==> src/design/pmc_pkg.sv <==
// Package with register map, field positions, reset values and serial framing constants.
`default_nettype none
package pmc_pkg;
    localparam int unsigned REG_W = 5;
    localparam int unsigned ADDR_W = 3;
    localparam int unsigned REG_COUNT = 5;
    localparam logic [2:0] ADDR_MODE = 3'h0;
    localparam logic [2:0] ADDR_PLL2 = 3'h1;
    localparam logic [2:0] ADDR_OUT1 = 3'h2;
    localparam logic [2:0] ADDR_OUT2 = 3'h3;
    localparam logic [2:0] ADDR_OEN = 3'h4;
    localparam logic [4:0] RST_MODE = 5'h00;
    localparam logic [4:0] RST_PLL2 = 5'h00;
    localparam logic [4:0] RST_OUT1 = 5'h00;
    localparam logic [4:0] RST_OUT2 = 5'h00;
    localparam logic [4:0] RST_OEN = 5'h00;
    localparam int unsigned BIT_PLL_EN = 0;
    localparam int unsigned BIT_FRAME_EN = 4;
    localparam int unsigned BIT_DRV1_EN = 3;
    localparam int unsigned BIT_DRV2_EN = 2;
    localparam int unsigned BIT_LDET2_DIS = 1;
    localparam int unsigned BIT_LDET1_DIS = 0;
    localparam logic [3:0] MODE_HS_REVERSE = 4'hD;
    localparam logic [2:0] HEAD_LAST = 3'h3;
    localparam logic [2:0] DATA_LAST = 3'h4;
    localparam logic [3:0] MULT_X1 = 4'h1;
    localparam logic [3:0] MULT_X2 = 4'h2;
    localparam logic [3:0] MULT_X4 = 4'h4;
    localparam logic [3:0] MULT_X8 = 4'h8;
    typedef enum logic [4:0] {
        SER_IDLE = 5'h01,
        SER_HEAD = 5'h02,
        SER_WDATA = 5'h04,
        SER_RDATA = 5'h08,
        SER_DONE = 5'h10
    } pmc_ser_t;
endpackage
`default_nettype wire

==> src/design/pmc_regs.sv <==
// Command register bank with serial access and mode and multiplier decoding.
// Behaviour
// - High-speed reverse decoding ignores the master or slave strap entirely.
// - High-speed reverse mode reports 64kHz reference and M of 1, 2, 4 or 8.
// - Mode code 1101 in mode register bits 4..1 selects high-speed reverse mode.
// - First output M decodes from register 2: 0000X=1, 0001X=2, 001XX=4, else 8.
// - Second output M decodes from register 3 with the same pattern.
// - First clock runs only while mode register bit 0 is one.
// - Second clock runs only while second PLL control bit 0 is one.
// - Output enable register: frame pulse, driver 1, driver 2, lock-detect disables.
// - Forward/slave mode uses 8kHz reference and multiple L from 1 to 32.
// - Register 2 holds L minus one for the first output; zero gives L of 1.
// - Register 3 holds L minus one for the second output.
`default_nettype none
module pmc_regs
    import pmc_pkg::*;
(
    // Clock and reset.
    input wire logic i_clk,
    input wire logic i_rst,
    // Serial control port.
    input wire logic i_sclk,
    input wire logic i_sdi,
    input wire logic i_cs_n,
    output logic o_sdo,
    output logic o_sdo_oe,
    // Master or slave strap, high for master.
    input wire logic i_primary_sel,
    // Decoded mode.
    output logic o_hs_reverse,
    output logic o_fwd_slave,
    output logic o_slave,
    output logic [3:0] o_mode_code,
    output logic o_ref_64k,
    output logic o_ref_8k,
    // Output multipliers.
    output logic [3:0] o_out1_hs_mult,
    output logic [3:0] o_out2_hs_mult,
    output logic [5:0] o_out1_multiple,
    output logic [5:0] o_out2_multiple,
    // Clock and driver enables.
    output logic o_first_clock_run,
    output logic o_second_clock_run,
    output logic o_first_clock_drive,
    output logic o_second_clock_drive,
    output logic o_frame_pulse_enable,
    output logic o_pll1_lock_detect_enable,
    output logic o_pll2_lock_detect_enable
);

    // Maps a select register onto the power-of-two multiplier.
    function automatic logic [3:0] hs_mult(input logic [4:0] sel);
        logic [3:0] m;
        m = MULT_X1;
        if (sel[4] || sel[3]) begin
            m = MULT_X8;
        end else if (sel[2]) begin
            m = MULT_X4;
        end else if (sel[1]) begin
            m = MULT_X2;
        end
        return m;
    endfunction

    logic sclk_s1_q, sclk_s2_q, sclk_s3_q;
    logic cs_s1_q, cs_s2_q;
    logic sdi_s1_q, sdi_s2_q;
    logic sclk_rise, sclk_fall, cs_active;
    pmc_ser_t ser_q;
    logic [2:0] cnt_q;
    logic [3:0] head_q;
    logic [4:0] wdata_q;
    logic [4:0] rdata_q;
    logic wr_q;
    logic [REG_W-1:0] regs_q [REG_COUNT];
    logic strap_s1_q, strap_s2_q;
    logic [4:0] mode_reg, pll2_reg, out1_reg, out2_reg, oen_reg;

    // Pins pass two flip-flops; the second stage feeds logic, and the serial clock adds a third stage for edge detection.
    always_ff @(posedge i_clk) begin
        if (i_rst) begin
            sclk_s1_q <= 1'b0;
            sclk_s2_q <= 1'b0;
            sclk_s3_q <= 1'b0;
            cs_s1_q <= 1'b1;
            cs_s2_q <= 1'b1;
            sdi_s1_q <= 1'b0;
            sdi_s2_q <= 1'b0;
            strap_s1_q <= 1'b0;
            strap_s2_q <= 1'b0;
        end else begin
            sclk_s1_q <= i_sclk;
            sclk_s2_q <= sclk_s1_q;
            sclk_s3_q <= sclk_s2_q;
            cs_s1_q <= i_cs_n;
            cs_s2_q <= cs_s1_q;
            sdi_s1_q <= i_sdi;
            sdi_s2_q <= sdi_s1_q;
            strap_s1_q <= i_primary_sel;
            strap_s2_q <= strap_s1_q;
        end
    end

    assign sclk_rise = sclk_s2_q && !sclk_s3_q;
    assign sclk_fall = !sclk_s2_q && sclk_s3_q;
    assign cs_active = !cs_s2_q;

    // Frame sequencer: read flag and address, then five data bits, MSB first.
    always_ff @(posedge i_clk) begin
        if (i_rst) begin
            ser_q <= SER_IDLE;
            cnt_q <= 3'h0;
            head_q <= 4'h0;
            wdata_q <= 5'h00;
            wr_q <= 1'b0;
        end else begin
            wr_q <= 1'b0;
            if (!cs_active) begin
                ser_q <= SER_IDLE;
                cnt_q <= 3'h0;
            end else begin
                case (ser_q)
                    SER_IDLE: begin
                        ser_q <= SER_HEAD;
                        cnt_q <= 3'h0;
                    end
                    SER_HEAD: begin
                        if (sclk_rise) begin
                            head_q <= {head_q[2:0], sdi_s2_q};
                            cnt_q <= cnt_q + 3'h1;
                            if (cnt_q == HEAD_LAST) begin
                                ser_q <= head_q[2] ? SER_RDATA : SER_WDATA;
                                cnt_q <= 3'h0;
                            end
                        end
                    end
                    SER_WDATA: begin
                        if (sclk_rise) begin
                            wdata_q <= {wdata_q[3:0], sdi_s2_q};
                            cnt_q <= cnt_q + 3'h1;
                            if (cnt_q == DATA_LAST) begin
                                wr_q <= 1'b1;
                                ser_q <= SER_DONE;
                            end
                        end
                    end
                    SER_RDATA: begin
                        if (sclk_fall) begin
                            cnt_q <= cnt_q + 3'h1;
                            if (cnt_q == DATA_LAST) begin
                                ser_q <= SER_DONE;
                            end
                        end
                    end
                    SER_DONE: begin
                        ser_q <= SER_DONE;
                    end
                    default: begin
                        ser_q <= SER_IDLE;
                    end
                endcase
            end
        end
    end

    // Read shifter and serial output driver.
    always_ff @(posedge i_clk) begin
        if (i_rst) begin
            rdata_q <= 5'h00;
            o_sdo <= 1'b0;
            o_sdo_oe <= 1'b0;
        end else begin
            if (ser_q == SER_HEAD && sclk_rise && cnt_q == HEAD_LAST) begin
                rdata_q <= (head_q[1:0] <= ADDR_OEN[1:0] || {head_q[1:0], sdi_s2_q} <= ADDR_OEN)
                    && {head_q[1:0], sdi_s2_q} < 3'(REG_COUNT) ? regs_q[{head_q[1:0], sdi_s2_q}] : 5'h00;
            end else if (ser_q == SER_RDATA && sclk_fall) begin
                rdata_q <= {rdata_q[3:0], 1'b0};
            end
            if (!cs_active) begin
                o_sdo_oe <= 1'b0;
            end else if (ser_q == SER_RDATA && sclk_fall) begin
                o_sdo <= rdata_q[4];
                o_sdo_oe <= 1'b1;
            end
        end
    end

    // Register file, written only once the last data bit has arrived.
    always_ff @(posedge i_clk) begin
        if (i_rst) begin
            regs_q[ADDR_MODE] <= RST_MODE;
            regs_q[ADDR_PLL2] <= RST_PLL2;
            regs_q[ADDR_OUT1] <= RST_OUT1;
            regs_q[ADDR_OUT2] <= RST_OUT2;
            regs_q[ADDR_OEN] <= RST_OEN;
        end else if (wr_q && head_q[2:0] < 3'(REG_COUNT)) begin
            regs_q[head_q[2:0]] <= wdata_q;
        end
    end

    assign mode_reg = regs_q[ADDR_MODE];
    assign pll2_reg = regs_q[ADDR_PLL2];
    assign out1_reg = regs_q[ADDR_OUT1];
    assign out2_reg = regs_q[ADDR_OUT2];
    assign oen_reg = regs_q[ADDR_OEN];

    // Mode decoding; the high-speed reverse decode does not look at the strap.
    always_ff @(posedge i_clk) begin
        if (i_rst) begin
            o_hs_reverse <= 1'b0;
            o_fwd_slave <= 1'b0;
            o_slave <= 1'b0;
            o_mode_code <= 4'h0;
            o_ref_64k <= 1'b0;
            o_ref_8k <= 1'b0;
        end else begin
            o_mode_code <= mode_reg[4:1];
            o_hs_reverse <= mode_reg[4:1] == MODE_HS_REVERSE;
            o_ref_64k <= mode_reg[4:1] == MODE_HS_REVERSE;
            o_slave <= !strap_s2_q;
            o_fwd_slave <= !strap_s2_q && mode_reg[4:1] != MODE_HS_REVERSE;
            o_ref_8k <= !strap_s2_q && mode_reg[4:1] != MODE_HS_REVERSE;
        end
    end

    // Multiplier decoding for both outputs.
    always_ff @(posedge i_clk) begin
        if (i_rst) begin
            o_out1_hs_mult <= MULT_X1;
            o_out2_hs_mult <= MULT_X1;
            o_out1_multiple <= 6'h01;
            o_out2_multiple <= 6'h01;
        end else begin
            o_out1_hs_mult <= hs_mult(out1_reg);
            o_out2_hs_mult <= hs_mult(out2_reg);
            o_out1_multiple <= {1'b0, out1_reg} + 6'h01;
            o_out2_multiple <= {1'b0, out2_reg} + 6'h01;
        end
    end

    // PLL runs, driver enables and lock-detect controls.
    always_ff @(posedge i_clk) begin
        if (i_rst) begin
            o_first_clock_run <= 1'b0;
            o_second_clock_run <= 1'b0;
            o_first_clock_drive <= 1'b0;
            o_second_clock_drive <= 1'b0;
            o_frame_pulse_enable <= 1'b0;
            o_pll1_lock_detect_enable <= 1'b0;
            o_pll2_lock_detect_enable <= 1'b0;
        end else begin
            o_first_clock_run <= mode_reg[BIT_PLL_EN];
            o_second_clock_run <= pll2_reg[BIT_PLL_EN];
            o_first_clock_drive <= mode_reg[BIT_PLL_EN] && oen_reg[BIT_DRV1_EN];
            o_second_clock_drive <= pll2_reg[BIT_PLL_EN] && oen_reg[BIT_DRV2_EN];
            o_frame_pulse_enable <= oen_reg[BIT_FRAME_EN];
            o_pll1_lock_detect_enable <= !oen_reg[BIT_LDET1_DIS];
            o_pll2_lock_detect_enable <= !oen_reg[BIT_LDET2_DIS];
        end
    end
endmodule
`default_nettype wire

==> config.mk <==
export PLATFORM = sky130hd
export DESIGN_NAME = pmc_regs
export DESIGN_NICKNAME = d
export VERILOG_FILES = /design/src/design/pmc_pkg.sv /design/src/design/pmc_regs.sv
export SDC_FILE = /design/constraint.sdc
export NUM_CORES = 1
export LEC_CHECK = 0
export BUFFER_PORTS_ARGS = -buffer_cell sky130_fd_sc_hd__clkbuf_2
export CORE_MARGIN = 3
export CORE_UTILIZATION = 58
export DETAILED_ROUTE_END_ITERATION = 6
export GPL_TIMING_DRIVEN = 0
export PLACE_DENSITY = 0.87
export SYNTH_ARGS = -nofsm -noshare
export SYNTH_HDL_FRONTEND = slang
export SYNTH_SLANG_ARGS = --single-unit
==> constraint.sdc <==
create_clock -name i_clk -period 1.9 [get_ports i_clk]
set_clock_uncertainty 0.05 [all_clocks]
set_input_delay 0.57 -clock i_clk [delete_from_list [all_inputs] [get_ports i_clk]]
set_output_delay 0.57 -clock i_clk [all_outputs]
set_load 0.005 [all_outputs]
==> results by group <==
Route
  – WL final: 8.51 mm
  – Wl on met1: 3.54 mm
  – Antenna Nets Post-Route: 0
  – Wire per inst: 16.2 µm
  – Routed vias/inst: 5.50
  – Met3 routed wirelength: 672 µm
  – Wire length on met2: 4.07 mm
  – 1st-iter DRT viols: 196
  – TritonRoute pass-1 iters: 5
  – # DRC: 0
  – Max Used Layer: met4
  – Vias: 2893

Synth
  – Mapped Cells: 359
  – Mapped Area: 0.00412 mm²
  – Syn_area_per_cell: 11.5 µm²
  – Top-area cell type share of the netlist area: 32.5%
  – Number of synthesized flops with an enable pin: 37
  – Netlist cell types: 46
  – Prevailing post-synth register cell: dfxtp_1
  – Asr flop ratio synth: 0%
  – Sequential fraction of the synthesis area: 59.5%
  – Area leader, netlist: dfxtp_1
  – Top cells by area, synth: dfxtp_1 33%, edfxtp_1 27%, mux4_2 4.9%, and2_1 4.2%, mux2i_1 3.4%
  – Yosys reg bits: 104
  – Ys Warns: 0

Placement
  – Pre-CTS setup slack: -486 ps
  – Port Buffers: 43
  – Placed cell areas: 0.00450 mm²
  – GPL Wtd Cong: 0.922
  – Dpl hpwl: 6.00 mm

Timing
  – Minimum clock period: 1840 ps
  – Max transition margin: 57.5%
  – Final worst path period share: 96.7%
  – Post-route setup slack: 62.2 ps
  – Max Fclk: 544 MHz
  – Hold Slack: 348 ps
  – Final setup fails: 0
  – Final Max Slew Viols: 0
  – Final hold viol count: 0
  – Worst-margin pin slew: 637 ps

Worst setup path
  – CP top delay family: simple AND/OR/NAND/NOR gates
  – Crit Path Max Fanout: 6
  – R2R Path End: regs_q[0][0]
  – Worst EP arrival: 1860 ps
  – Crit. End Element: flop
  – Slowest cell on the critical path: nor3b_1
  – Slowest stage delay, CP: 520 ps
  – R2R cell count: 3
  – Flop-to-flop setup slack: 60 ps
  – Startpoint Class: flop
  – R2r startpoint: head_q[2]
  – Crit-path cells: nor3b_1, nor3b_2, or2_2
  – CP Data Required Time: 1930 ps
  – Critical path type: reg -> reg
  – WP buf/inv: 0
  – Setup crit start: head_q[2]

Job
  – Max-Cap Viols: 0

Worst hold path
  – Hold Crit Endpoint: cs_s1_q
  – Hold Path Stages: 2
  – Worst hold start: i_cs_n
  – Hold Crit Class: in -> reg

CTS
  – CTS root buf: clkbuf_8
  – Worst skew pair latency: 360 ps
  – Clock sink count: 104
  – Htree depth: 3
  – Total CTS buffers: 9
  – Clk pin slew, worst setup/hold paths: 90 ps
  – CTS Buffer Depth: 2
  – Clock tree from TritonCTS: done

Power
  – Sw Ratio: 23.0%
  – Peak VDD IR: 0.414 mV
  – Pint: 3.05 mW
  – Sw power: 914 µW
  – Clk pwr share: 33.5%
  – Lkg Pwr: 1.88 nW
  – Gate power share: 5.4%
  – Seq pwr share: 61.1%
  – Post-route total power: 3.97 mW
  – Power per cell area: 831 mW/mm²

Global routing
  – Global-route wire length before repair: 13.9 mm
  – GRT Total Usage: 21.8%
  – Largest net degree at the start of global routing: 19
  – GR Overflow Total: 0
  – Initial antenna violation count: 0
  – Vias in the first global route: 2782

Final layout
  – Design area: 0.00477 mm²
  – Final layout net count: 437
  – Filler instances: 494
  – Area grow syn2layout: 15.7%
  – Share of layout cells above drive strength 1: 23.7%
  – Multi-input gate area: 0.00164 mm²
  – Antenna diode count: 0
  – Storage cell area: 0.00245 mm²

Floorplan
  – Die area: 0.00816 mm²
  – Boundary Pins: 44
  – Core footprint: 0.00683 mm²
  – Row Count: 30
  – Initial core utilization: 60.4%
  – Die height: 90.3 µm
  – Die width: 90.3 µm

Outcome
  – Status: complete, no violations
-- logic make-up after synthesis --
kind of cell             count (synthesis)  synth area share [%]
AND/OR/NAND/NOR                        153                  19.7
flip-flops                             104                  59.5
AO/OA/AOI/OAI                           31                  4.61
buffers and inverters                   28                  3.03
multiplexers                            27                  9.41
XOR/XNOR                                 9                  1.91
adder cells (fa/ha/maj)                  6                  1.82
other                                    1                0.0909
-- Yosys cell counts (2+ instances only) --
| library cell | count |
|---|---|
| edfxtp_1 | 37 |
| buf_2 | 4 |
| mux2_2 | 4 |
| ha_1 | 6 |
| o21ai_0 | 12 |
| nor2_1 | 35 |
| clkbuf_1 | 12 |
| mux4_2 | 9 |
| nor3b_1 | 2 |
| buf_4 | 2 |
| or2_2 | 7 |
| xor2_1 | 5 |
| nor4_1 | 2 |
| mux2i_1 | 14 |
| or3_1 | 2 |
| nand3_1 | 10 |
| nand2_1 | 24 |
| and2_1 | 28 |
| nor3_2 | 2 |
| nand4_1 | 4 |
| dfxtp_1 | 67 |
| inv_1 | 8 |
| a21oi_1 | 5 |
| nand2b_1 | 2 |
| xnor2_1 | 4 |
| a211oi_1 | 4 |
| nor3_1 | 4 |
| o41ai_1 | 2 |
| nor2b_1 | 21 |
| and3_1 | 5 |
-- final cells by class --
class | count | share of cell area [%]
sequential | 104 | 51.4
multi-input combinational | 238 | 34.4
tap | 96 | 2.52
clock inverter | 6 | 0.996
inverter | 8 | 0.629
clock buffer | 10 | 3.12
buffer | 19 | 2.12
timing repair buffer | 45 | 4.82
-- per-layer routing --
layer  vias to the layer above  track usage, %
met2                       142            34.0
li1                       1366               -
met1                      1361            30.3
met4                         0            9.06
met5                         -               0
met3                        24            4.00
-- worst max path at each step --
stage | end | slack [ps] | cells after the start
finish | regs_q[0][0] | 60 | 3
CTS | cnt_q[1] | 20 | 6
floorplan | regs_q[1][0] | 110 | 3
global placement | regs_q[1][4] | -380 | 4
detailed placement | regs_q[1][1] | -490 | 4
global route | rdata_q[3] | -10 | 6
-- flip-flops by register name, indices dropped and copies added (netlist names), 3 cells and up --
| register | flops |
|---|---|
| o_out1_multiple | 6 |
| o_out2_multiple | 6 |
| regs_q | 37 |
| o_mode_code | 4 |
| head_q | 3 |
| ser_q | 5 |
| rdata_q | 5 |
| wdata_q | 5 |
| cnt_q | 3 |
| o_out2_hs_mult | 4 |
| o_out1_hs_mult | 4 |
-- power groups by stage --
stage	Clock (mW)	Combinational [mW]	Sequential, mW
5_1_grt	1.46	0.235	2.44
4_1_cts	1.35	0.210	2.42
3_3_place_gp	0	0.203	2.47
3_5_place_dp	0	0.208	2.48
6_report	1.33	0.213	2.43
2_1_floorplan	0	0.126	2.47
-- per-stage QoR --
step | util, % | cells | setup TNS, ps
floorplan | - | 370 | 0
global placement | 65.9 | 509 | -5330
detailed placement | 65.9 | 509 | -7740
CTS | 69.1 | 526 | 0
global route | 69.9 | 526 | -11.5
finish | 69.9 | 526 | 0
-- layout by cell type, fill, tap and decap left out, drive strengths merged, types with 4 or more instances in the layout --
cell     n
nor2b   21
and3     5
mux4     9
ha       6
xnor2    4
nor2    35
nor3     6
nand4    4
a21oi    5
conb    12
xor2     5
a211oi   4
nand3   10
nand2   25
edfxtp  37
mux2     4
mux2i   14
buf      9
o21ai   13
and2    28
clkbuf  65
dfxtp   67
or2      8
inv     12
-- what timing repair did --
| item | CTS | global route |
|---|---|---|
| setup buffers | 2 | 0 |
| resized for setup | 5 | 13 |
| cloned | 0 | 0 |
| endpoints found under the setup margin | 35 | 27 |
| hold buffers | 0 | 0 |
| pin swaps | 2 | 2 |
Power figures use the tool's default switching activity.
